[src/sensor_word_pkg.sv]
// Constants, field layout and helpers for the sensor input word formatter.
// Assumes a single 200 MHz core clock shared by all users of this package.
package sensor_word_pkg;

   // Channel and word geometry
   localparam int NUM_CH = 4;
   localparam int CH_W = 2;
   localparam int DATA_W = 16;
   localparam int IMAGE_W = 32;

   // Field positions inside the 32-point input image
   localparam int DATA_LSB = 0;
   localparam int CHAN_LSB = 16;
   localparam int OPEN_LSB = 24;
   localparam int SIGN_BIT = 15;

   // Value limits and reset contents
   localparam logic [DATA_W-1:0] SIGN_MASK = 16'h8000;
   localparam logic [DATA_W-1:0] MAG_MAX = 16'h7FFF;
   localparam logic [DATA_W-1:0] DATA_ZERO = 16'h0000;
   localparam logic [IMAGE_W-1:0] IMAGE_RESET = 32'h0000_0000;
   localparam logic [CH_W-1:0] FIRST_CH = 2'h0;

   // Timing: conversion time per enabled channel
   localparam int CLK_KHZ = 200000;
   localparam int CONV_TIME_MS = 160;
   localparam int CONV_CYCLES = CONV_TIME_MS * CLK_KHZ;

   // Output data formats
   typedef enum logic
   {
      FMT_MAG_SIGN,
      FMT_TWOS
   } fmt_t;

   // Next enabled channel after cur, wrapping past channel 3 to channel 0
   function automatic logic [CH_W-1:0] next_chan(input logic [CH_W-1:0] cur,
                                                 input logic [NUM_CH-1:0] en);
      logic found;
      logic [CH_W-1:0] idx;
      found = 1'b0;
      next_chan = cur;
      for (int i = 1; i <= NUM_CH; i++)
      begin
         idx = cur + CH_W'(i);
         if (!found && en[idx])
         begin
            next_chan = idx;
            found = 1'b1;
         end
      end
   endfunction : next_chan

endpackage : sensor_word_pkg

[src/sensor_input_word.sv]
// Multiplexed 32-point input image of a four-channel sensor input module.
// Assumes converter results arrive on core_clk; open-sensor and host pins are asynchronous.
`timescale 1ns/1ps
module sensor_input_word
   import sensor_word_pkg::*;
#(
   parameter int CONV_CNT = CONV_CYCLES,  // Cycles per channel conversion
   parameter int BUF_DEPTH = 2            // Entries in the output buffer
)
(
   input wire logic core_clk,                     // 200 MHz core clock
   input wire logic reset_n,                      // Async reset, active low
   input wire logic [NUM_CH*DATA_W-1:0] conv_values, // Signed tenths per channel
   input wire logic [NUM_CH-1:0] open_pin,        // Open-sensor detectors, async
   input wire logic host_scan_pin,                // Host scan request, async
   input wire logic host_hold_pin,                // Host reading image, async
   input wire logic [NUM_CH-1:0] chan_enable,     // Channels in use
   input wire logic format_twos,                  // 1 two's complement, 0 mag+sign
   input wire logic bipolar,                      // Bipolar input range
   input wire logic mux_mode,                     // Host reads multiplexed
   output logic [IMAGE_W-1:0] input_image,        // Image seen by the host
   output logic image_update,                     // Image changed this cycle
   output logic scan_missed,                      // Scan lost to back-pressure
   output logic conv_done                         // A conversion was stored
);

   localparam int CNT_W = $clog2(CONV_CNT + 1);
   localparam logic [CNT_W-1:0] CNT_LAST = CNT_W'(CONV_CNT - 1);

   typedef enum logic
   {
      SCAN_IDLE,
      SCAN_PUSH
   } scan_state_t;

   ////////////////////////////////////////////////////////////////////////////
   // Input synchronisers

   logic [NUM_CH-1:0] open_meta;
   logic [NUM_CH-1:0] open_sync;
   logic scan_meta;
   logic scan_sync;
   logic scan_prev;
   logic hold_meta;
   logic hold_sync;
   logic scan_pulse;

   // Two flops on every asynchronous pin
   always_ff @(posedge core_clk or negedge reset_n)
   begin
      if (!reset_n)
      begin
         open_meta <= '0;
         open_sync <= '0;
         scan_meta <= 1'b0;
         scan_sync <= 1'b0;
         hold_meta <= 1'b0;
         hold_sync <= 1'b0;
      end
      else
      begin
         open_meta <= open_pin;
         open_sync <= open_meta;
         scan_meta <= host_scan_pin;
         scan_sync <= scan_meta;
         hold_meta <= host_hold_pin;
         hold_sync <= hold_meta;
      end
   end

   // Scan edge detect on the synchronised level
   always_ff @(posedge core_clk or negedge reset_n)
   begin
      if (!reset_n)
         scan_prev <= 1'b0;
      else
         scan_prev <= scan_sync;
   end

   assign scan_pulse = scan_sync && !scan_prev;

   ////////////////////////////////////////////////////////////////////////////
   // Conversion sequencer

   logic [CNT_W-1:0] conv_cnt;
   logic [CH_W-1:0] conv_ch;
   logic conv_tick;
   logic signed [DATA_W-1:0] result [NUM_CH];
   logic [NUM_CH-1:0] result_ok;
   logic conv_store;

   assign conv_tick = (conv_cnt == CNT_LAST) && (chan_enable != '0);
   // A tick on a channel still in use stores a reading
   assign conv_store = conv_tick && chan_enable[conv_ch];

   always_ff @(posedge core_clk or negedge reset_n)
   begin
      if (!reset_n)
         conv_cnt <= '0;
      else if (chan_enable == '0 || conv_tick)
         conv_cnt <= '0;
      else
         conv_cnt <= conv_cnt + 1'b1;
   end

   always_ff @(posedge core_clk or negedge reset_n)
   begin
      if (!reset_n)
         conv_ch <= FIRST_CH;
      else if (chan_enable != '0 && !chan_enable[conv_ch])
         conv_ch <= next_chan(conv_ch, chan_enable);
      else if (conv_tick)
         conv_ch <= next_chan(conv_ch, chan_enable);
   end

   always_ff @(posedge core_clk or negedge reset_n)
   begin
      if (!reset_n)
      begin
         for (int i = 0; i < NUM_CH; i++)
            result[i] <= '0;
      end
      else if (conv_store)
         result[conv_ch] <= conv_values[conv_ch*DATA_W +: DATA_W];
   end

   // Conversion stored pulse
   always_ff @(posedge core_clk or negedge reset_n)
   begin
      if (!reset_n)
         conv_done <= 1'b0;
      else
         conv_done <= conv_store;
   end

   // Valid flags: dropped channels forget, a store in the same cycle wins
   always_ff @(posedge core_clk or negedge reset_n)
   begin
      if (!reset_n)
         result_ok <= '0;
      else
      begin
         result_ok <= result_ok & chan_enable;
         if (conv_store)
            result_ok[conv_ch] <= 1'b1;
      end
   end

   ////////////////////////////////////////////////////////////////////////////
   // Word formatting

   logic [DATA_W-1:0] abs_val;
   logic [DATA_W-1:0] data_word;
   logic signed [DATA_W-1:0] sel_val;
   logic [CH_W-1:0] scan_ch;
   logic [IMAGE_W-1:0] next_image;

   assign sel_val = result_ok[scan_ch] ? result[scan_ch] : $signed(DATA_ZERO);

   // Magnitude of the reading, negated when negative, saturated to 15 bits
   always_comb
   begin
      abs_val = sel_val[SIGN_BIT] ? DATA_W'(-sel_val) : DATA_W'(sel_val);
      if (abs_val > MAG_MAX)
         abs_val = MAG_MAX;
   end

   // Choose the data format for the word
   always_comb
   begin
      if (!bipolar)
         data_word = sel_val[SIGN_BIT] ? DATA_ZERO : DATA_W'(sel_val);
      else if (fmt_t'(format_twos) == FMT_TWOS)
         data_word = DATA_W'(sel_val);
      else if (sel_val[SIGN_BIT])
         data_word = SIGN_MASK | abs_val;
      else
         data_word = abs_val;
   end

   always_comb
   begin
      next_image = IMAGE_RESET;
      next_image[DATA_LSB +: DATA_W] = data_word;
      next_image[CHAN_LSB +: CH_W] = scan_ch;
      next_image[OPEN_LSB +: NUM_CH] = mux_mode ? open_sync : '0;
   end

   ////////////////////////////////////////////////////////////////////////////
   // Host scan engine

   scan_state_t scan_state;
   logic buf_in_valid;
   logic buf_in_ready;
   logic [IMAGE_W-1:0] buf_in_data;
   logic buf_out_valid;
   logic buf_out_ready;
   logic [IMAGE_W-1:0] buf_out_data;
   logic first_scan;

   // One channel per scan, held while buffer is full
   always_ff @(posedge core_clk or negedge reset_n)
   begin
      if (!reset_n)
      begin
         scan_state <= SCAN_IDLE;
         scan_ch <= FIRST_CH;
         first_scan <= 1'b1;
         scan_missed <= 1'b0;
         buf_in_valid <= 1'b0;
         buf_in_data <= IMAGE_RESET;
      end
      else
      begin
         scan_missed <= 1'b0;
         unique case (scan_state)
            SCAN_IDLE:
            begin
               if (scan_pulse && chan_enable != '0)
               begin
                  if (first_scan && chan_enable[FIRST_CH])
                     scan_ch <= FIRST_CH;
                  else
                     scan_ch <= next_chan(scan_ch, chan_enable);
                  first_scan <= 1'b0;
                  scan_state <= SCAN_PUSH;
               end
            end
            SCAN_PUSH:
            begin
               // Capture all fields in one register
               if (!buf_in_valid)
               begin
                  buf_in_data <= next_image;
                  buf_in_valid <= 1'b1;
               end
               else if (buf_in_ready)
               begin
                  buf_in_valid <= 1'b0;
                  scan_state <= SCAN_IDLE;
               end
               if (scan_pulse)
                  scan_missed <= 1'b1;
            end
         endcase
      end
   end

   word_buffer #(
      .WIDTH(IMAGE_W),
      .DEPTH(BUF_DEPTH)
   ) u_buffer (
      .core_clk(core_clk),
      .reset_n(reset_n),
      .in_valid(buf_in_valid),
      .in_ready(buf_in_ready),
      .in_data(buf_in_data),
      .out_valid(buf_out_valid),
      .out_ready(buf_out_ready),
      .out_data(buf_out_data)
   );

   ////////////////////////////////////////////////////////////////////////////
   // Host-facing image register

   // Host reading the image stalls the buffer
   assign buf_out_ready = !hold_sync;

   always_ff @(posedge core_clk or negedge reset_n)
   begin
      if (!reset_n)
      begin
         input_image <= IMAGE_RESET;
         image_update <= 1'b0;
      end
      else
      begin
         image_update <= buf_out_valid && buf_out_ready;
         if (buf_out_valid && buf_out_ready)
            input_image <= buf_out_data;
      end
   end

endmodule : sensor_input_word

[src/word_buffer.sv]
// Two-entry word buffer with valid/ready on both sides.
// Assumes source and sink share core_clk; full refuses writes, empty offers nothing.
`timescale 1ns/1ps
module word_buffer
   import sensor_word_pkg::*;
#(
   parameter int WIDTH = 32,
   parameter int DEPTH = 2
)
(
   input wire logic core_clk,            // Core clock
   input wire logic reset_n,             // Async reset, active low
   input wire logic in_valid,            // Source offers a word
   output logic in_ready,                // Buffer can take a word
   input wire logic [WIDTH-1:0] in_data, // Word from source
   output logic out_valid,               // Buffer holds a word
   input wire logic out_ready,           // Sink takes the word
   output logic [WIDTH-1:0] out_data     // Oldest word
);

   localparam int PTR_W = (DEPTH > 1) ? $clog2(DEPTH) : 1;
   localparam logic [PTR_W:0] DEPTH_CNT = (PTR_W + 1)'(DEPTH);
   localparam logic [PTR_W-1:0] LAST_IDX = PTR_W'(DEPTH - 1);

   logic [WIDTH-1:0] store [DEPTH];
   logic [PTR_W-1:0] wr_ptr;
   logic [PTR_W-1:0] rd_ptr;
   logic [PTR_W:0] count;
   logic push;
   logic pop;

   // Handshake terms
   assign in_ready = (count != DEPTH_CNT);
   assign out_valid = (count != '0);
   assign push = in_valid && in_ready;
   assign pop = out_valid && out_ready;
   assign out_data = store[rd_ptr];

   // Storage writes
   always_ff @(posedge core_clk)
   begin
      if (push)
         store[wr_ptr] <= in_data;
   end

   // Pointers and fill count
   always_ff @(posedge core_clk or negedge reset_n)
   begin
      if (!reset_n)
      begin
         wr_ptr <= '0;
         rd_ptr <= '0;
         count <= '0;
      end
      else
      begin
         if (push)
            wr_ptr <= (wr_ptr == LAST_IDX) ? '0 : wr_ptr + 1'b1;
         if (pop)
            rd_ptr <= (rd_ptr == LAST_IDX) ? '0 : rd_ptr + 1'b1;
         if (push && !pop)
            count <= count + 1'b1;
         else if (pop && !push)
            count <= count - 1'b1;
      end
   end

endmodule : word_buffer
[config.mk]
export PLATFORM = sky130hd
export DESIGN_NAME = sensor_input_word
export DESIGN_NICKNAME = d
export VERILOG_FILES = /design/src/sensor_word_pkg.sv /design/src/sensor_input_word.sv /design/src/word_buffer.sv
export SDC_FILE = /design/constraint.sdc
export NUM_CORES = 1
export LEC_CHECK = 0
export BUFFER_PORTS_ARGS = -buffer_cell sky130_fd_sc_hd__buf_4
export CAP_MARGIN = 25
export CORE_UTILIZATION = 50
export DETAILED_ROUTE_END_ITERATION = 10
export PLACE_DENSITY = 0.76
export SLEW_MARGIN = 20
export SYNTH_ARGS = -nofsm -noshare
export SYNTH_HDL_FRONTEND = slang
export SYNTH_SLANG_ARGS = --single-unit
export TNS_END_PERCENT = 30
[constraint.sdc]
create_clock -name core_clk -period 4.1 [get_ports core_clk]
set_input_delay 0.82 -clock core_clk [delete_from_list [all_inputs] [get_ports core_clk]]
set_output_delay 0.82 -clock core_clk [all_outputs]
set_load 0.02 [all_outputs]
==> metrics.csv <==
metric,value,unit
Synth Cell Area,0.00967,mm^2
GRT Total Usage,19.8,%
"most common cell after layout, fill and taps aside",dfrtp_1,
largest net degree at the start of global routing,93,
initial antenna violation count,0,
Syn Area/Cell,12.5,um^2
CTS Root Cell,clkbuf_16,
RSZ-0062 raised after global routing,no,
# hold bufs at CTS,0,
I/O pins,114,
setup TNS,0,ps
Min Hold Slack,347,ps
Residual DRC,0,
per-cell routed wire length,16.2,um
die area,0.0199,mm^2
ratio of cells with drive above 1 in the final layout,22.2,%
CTS H-tree depth,1,
ant diodes,0,
Final Skew,10.1,ps
remaining global-route overflow,0,
critical path class,reg -> reg,
f_max,313,MHz
fin nets,957,
cell internal pwr,4.61,mW
routability cong.,0.879,
number of global-route vias before repair,6310,
#FFs+latches synth,208,
Initial DRC Count,392,
maxcap violations,0,
highest-count cells in the layout ignoring fill and taps,"162 x dfrtp_1, 113 x buf_4, 81 x nand2_1",
CP Cell Sequence,buf_4 -> mux4_2 -> nor4_4 -> nand3_1 -> nor3_2 -> nor3_1 -> o21ai_1,
# port buffers,103,
post-CTS setup buffer count,0,
final hold violations,0,
final critical-path share of the clock period,77.9,%
shortest period the worst path allows,3190,ps
Rows,50,
met3 WL post-DR,871,um
DRT Pass-1 Iters,4,
Gate Count Post-Synth,774,
Syn-to-layout area delta,17.8,%
Core Region,0.0188,mm^2
ys flop type,dfrtp_1,
Initial Util,51.3,%
"Reg clk slew, reported paths",60,ps
sequential fraction of the synthesis area,56.1,%
Switching Share,30.8,%
Tightest Pin Transition,1030,ps
final wirelength,18.5,mm
placed cells,1107,
antenna-violating nets left,0,
Max Slew Vio Count,0,
startpoint types,register,
CTS tree,built,
post-cts gate resize count,0,
WL met2,9.04,mm
CP max stage delay,650,ps
die height,141,um
Finished Layout Cells,1147,
Max-Slew Margin vs Limit,31.5,%
Hold Crit Class,reg -> reg,
CTS Sinks,208,
Place WS,957,ps
Top Metal Used,met4,
number of synthesized flops with an enable pin,44,
Clock power frac,30.0,%
Via Count,6385,
DP Wirelength,12.7,mm
critical path required time,4520,ps
library cells used by synthesis,66,
critical path arrival,3610,ps
status,completed,
first-pass GRT wire length,31.7,mm
Seq pwr share,43.8,%
die width,141,um
switching pwr,2.06,mW
metal1 wirelength,8.35,mm
Synth Warn #,0,
Logic pwr share,26.2,%
worst-path maximum fanout,26,
Num CTS Buffers,22,
crit end category,register,
P_leak,5.27,nW
CP max stage cell,mux4_2,
Vias per Instance,5.57,
ys async rst share,78.8,%
final setup fails,0,
Worst Slack Setup Final,907,ps
peak supply drop,0.301,mV
clock buffer depth,3,
pwr dens,585,mW/mm^2
"Clk Latency, worst-skew pair",500,ps
-- power groups by stage --
stage          registers, mW  logic, mW  clock network (mW)
6_report                2.92       1.75                2.00
5_1_grt                 2.97       1.94                2.13
3_5_place_dp            2.96       1.77                   0
4_1_cts                 2.93       1.77                2.05
3_3_place_gp            2.93       1.74                   0
2_1_floorplan           2.93       1.22                   0
-- worst paths after layout --
kind                       slack, ps  depth (start not counted)                    from                           to
max                              910                          7  scan_ch[0]$_DFFE_PN0P_   buf_in_data[6]$_DFFE_PN0P_
min                              350                          0  open_meta[0]$_DFF_PN0_       open_sync[0]$_DFF_PN0_
max reg2reg                      910                          7  scan_ch[0]$_DFFE_PN0P_   buf_in_data[6]$_DFFE_PN0P_
min reg2reg                      350                          0  open_meta[0]$_DFF_PN0_       open_sync[0]$_DFF_PN0_
max in group asynchronous       2780                          2                 reset_n       conv_cnt[14]$_DFF_PN0_
min in group asynchronous        370                          1                 reset_n  input_image[24]$_DFFE_PN0P_
-- Yosys cell counts (3+ instances only) --
library cell | count | area, um^2
mux4_2 | 34 | 766
nor4_1 | 4 | 25.0
o21a_1 | 3 | 22.5
nor3_1 | 13 | 65.1
nand3_1 | 27 | 135
nor2_1 | 47 | 176
mux2i_1 | 25 | 250
nor2b_1 | 3 | 18.8
or4_1 | 3 | 22.5
inv_1 | 16 | 60.1
ha_1 | 7 | 87.6
o22ai_1 | 4 | 25.0
a41oi_1 | 3 | 26.3
edfxtp_1 | 44 | 1320
nor3b_1 | 3 | 22.5
buf_1 | 6 | 22.5
xor2_1 | 18 | 158
a31oi_1 | 5 | 31.3
o21ai_1 | 13 | 65.1
xnor2_1 | 17 | 149
buf_2 | 6 | 30.0
a22oi_1 | 11 | 82.6
mux2_1 | 64 | 721
nand2_1 | 81 | 304
and2_1 | 8 | 50.1
o21ai_0 | 31 | 155
dfrtp_1 | 163 | 4080
clkbuf_1 | 25 | 93.8
o211ai_1 | 4 | 30.0
and3_1 | 6 | 37.5
a21oi_1 | 18 | 90.1
buf_4 | 11 | 82.6
nor4b_1 | 3 | 26.3
nand2b_1 | 6 | 37.5
-- layout make-up --
cell class | count | area, um^2
fillers | 1459 | 7440
clock inverters | 9 | 82.6
well taps | 260 | 325
clock buffers | 31 | 667
inverters | 17 | 63.8
multi-input cells | 508 | 3970
flip-flops and latches | 208 | 5430
repair buffers | 114 | 860
-- cell families (layout without fill, tap and decap cells) --
| kind of cell | count (synthesis) | in the layout | share of synthesized area (%) |
|---|---|---|---|
| xor gates and xnor gates | 35 | 35 | 3.17 |
| adders and majority gates | 7 | 7 | 0.906 |
| AOI/OAI and AO/OA | 115 | 115 | 7.48 |
| muxes | 126 | 126 | 18.5 |
| and+or+nand+nor | 215 | 215 | 10.6 |
| buffers and inverters | 67 | 171 | 3.26 |
| other | 1 | 10 | 0.0388 |
| DFF | 208 | 208 | 56.1 |
-- registers in the layout, indices dropped and copies added (netlist names), 2 cells and up --
name,flops
result,64
u_buffer.store,44
conv_cnt,25
buf_in_data,22
input_image,22
open_meta,4
open_sync,4
result_ok,4
conv_ch,2
scan_ch,2
u_buffer.count,2
-- through the flow --
step / total power, mW / instance area, um^2 / utilization [%]
finish: 6.66 / 11400 / 60.5
global route: 7.04 / 11400 / 60.5
CTS: 6.75 / 11400 / 60.5
detailed placement: 4.73 / 10600 / 56.5
global placement: 4.67 / 10600 / 56.5
floorplan: 4.15 / 9700 / -
-- per-layer routing --
metal	track usage [%]	vias to the layer above
met1	27.3	3182
met4	5.55	0
met2	33.2	187
met5	0	-
li1	-	2991
met3	2.58	25
-- worst max-delay path: cells and delay by family, from the launching register on --
kind                   cells  cell delay (ps)
DFF                        1              350
and+or+nand+nor            4             1530
AOI/OAI and AO/OA          1              180
muxes                      1              650
buffers and inverters      1              390
Note: power is estimated with default switching activity, not from simulation.
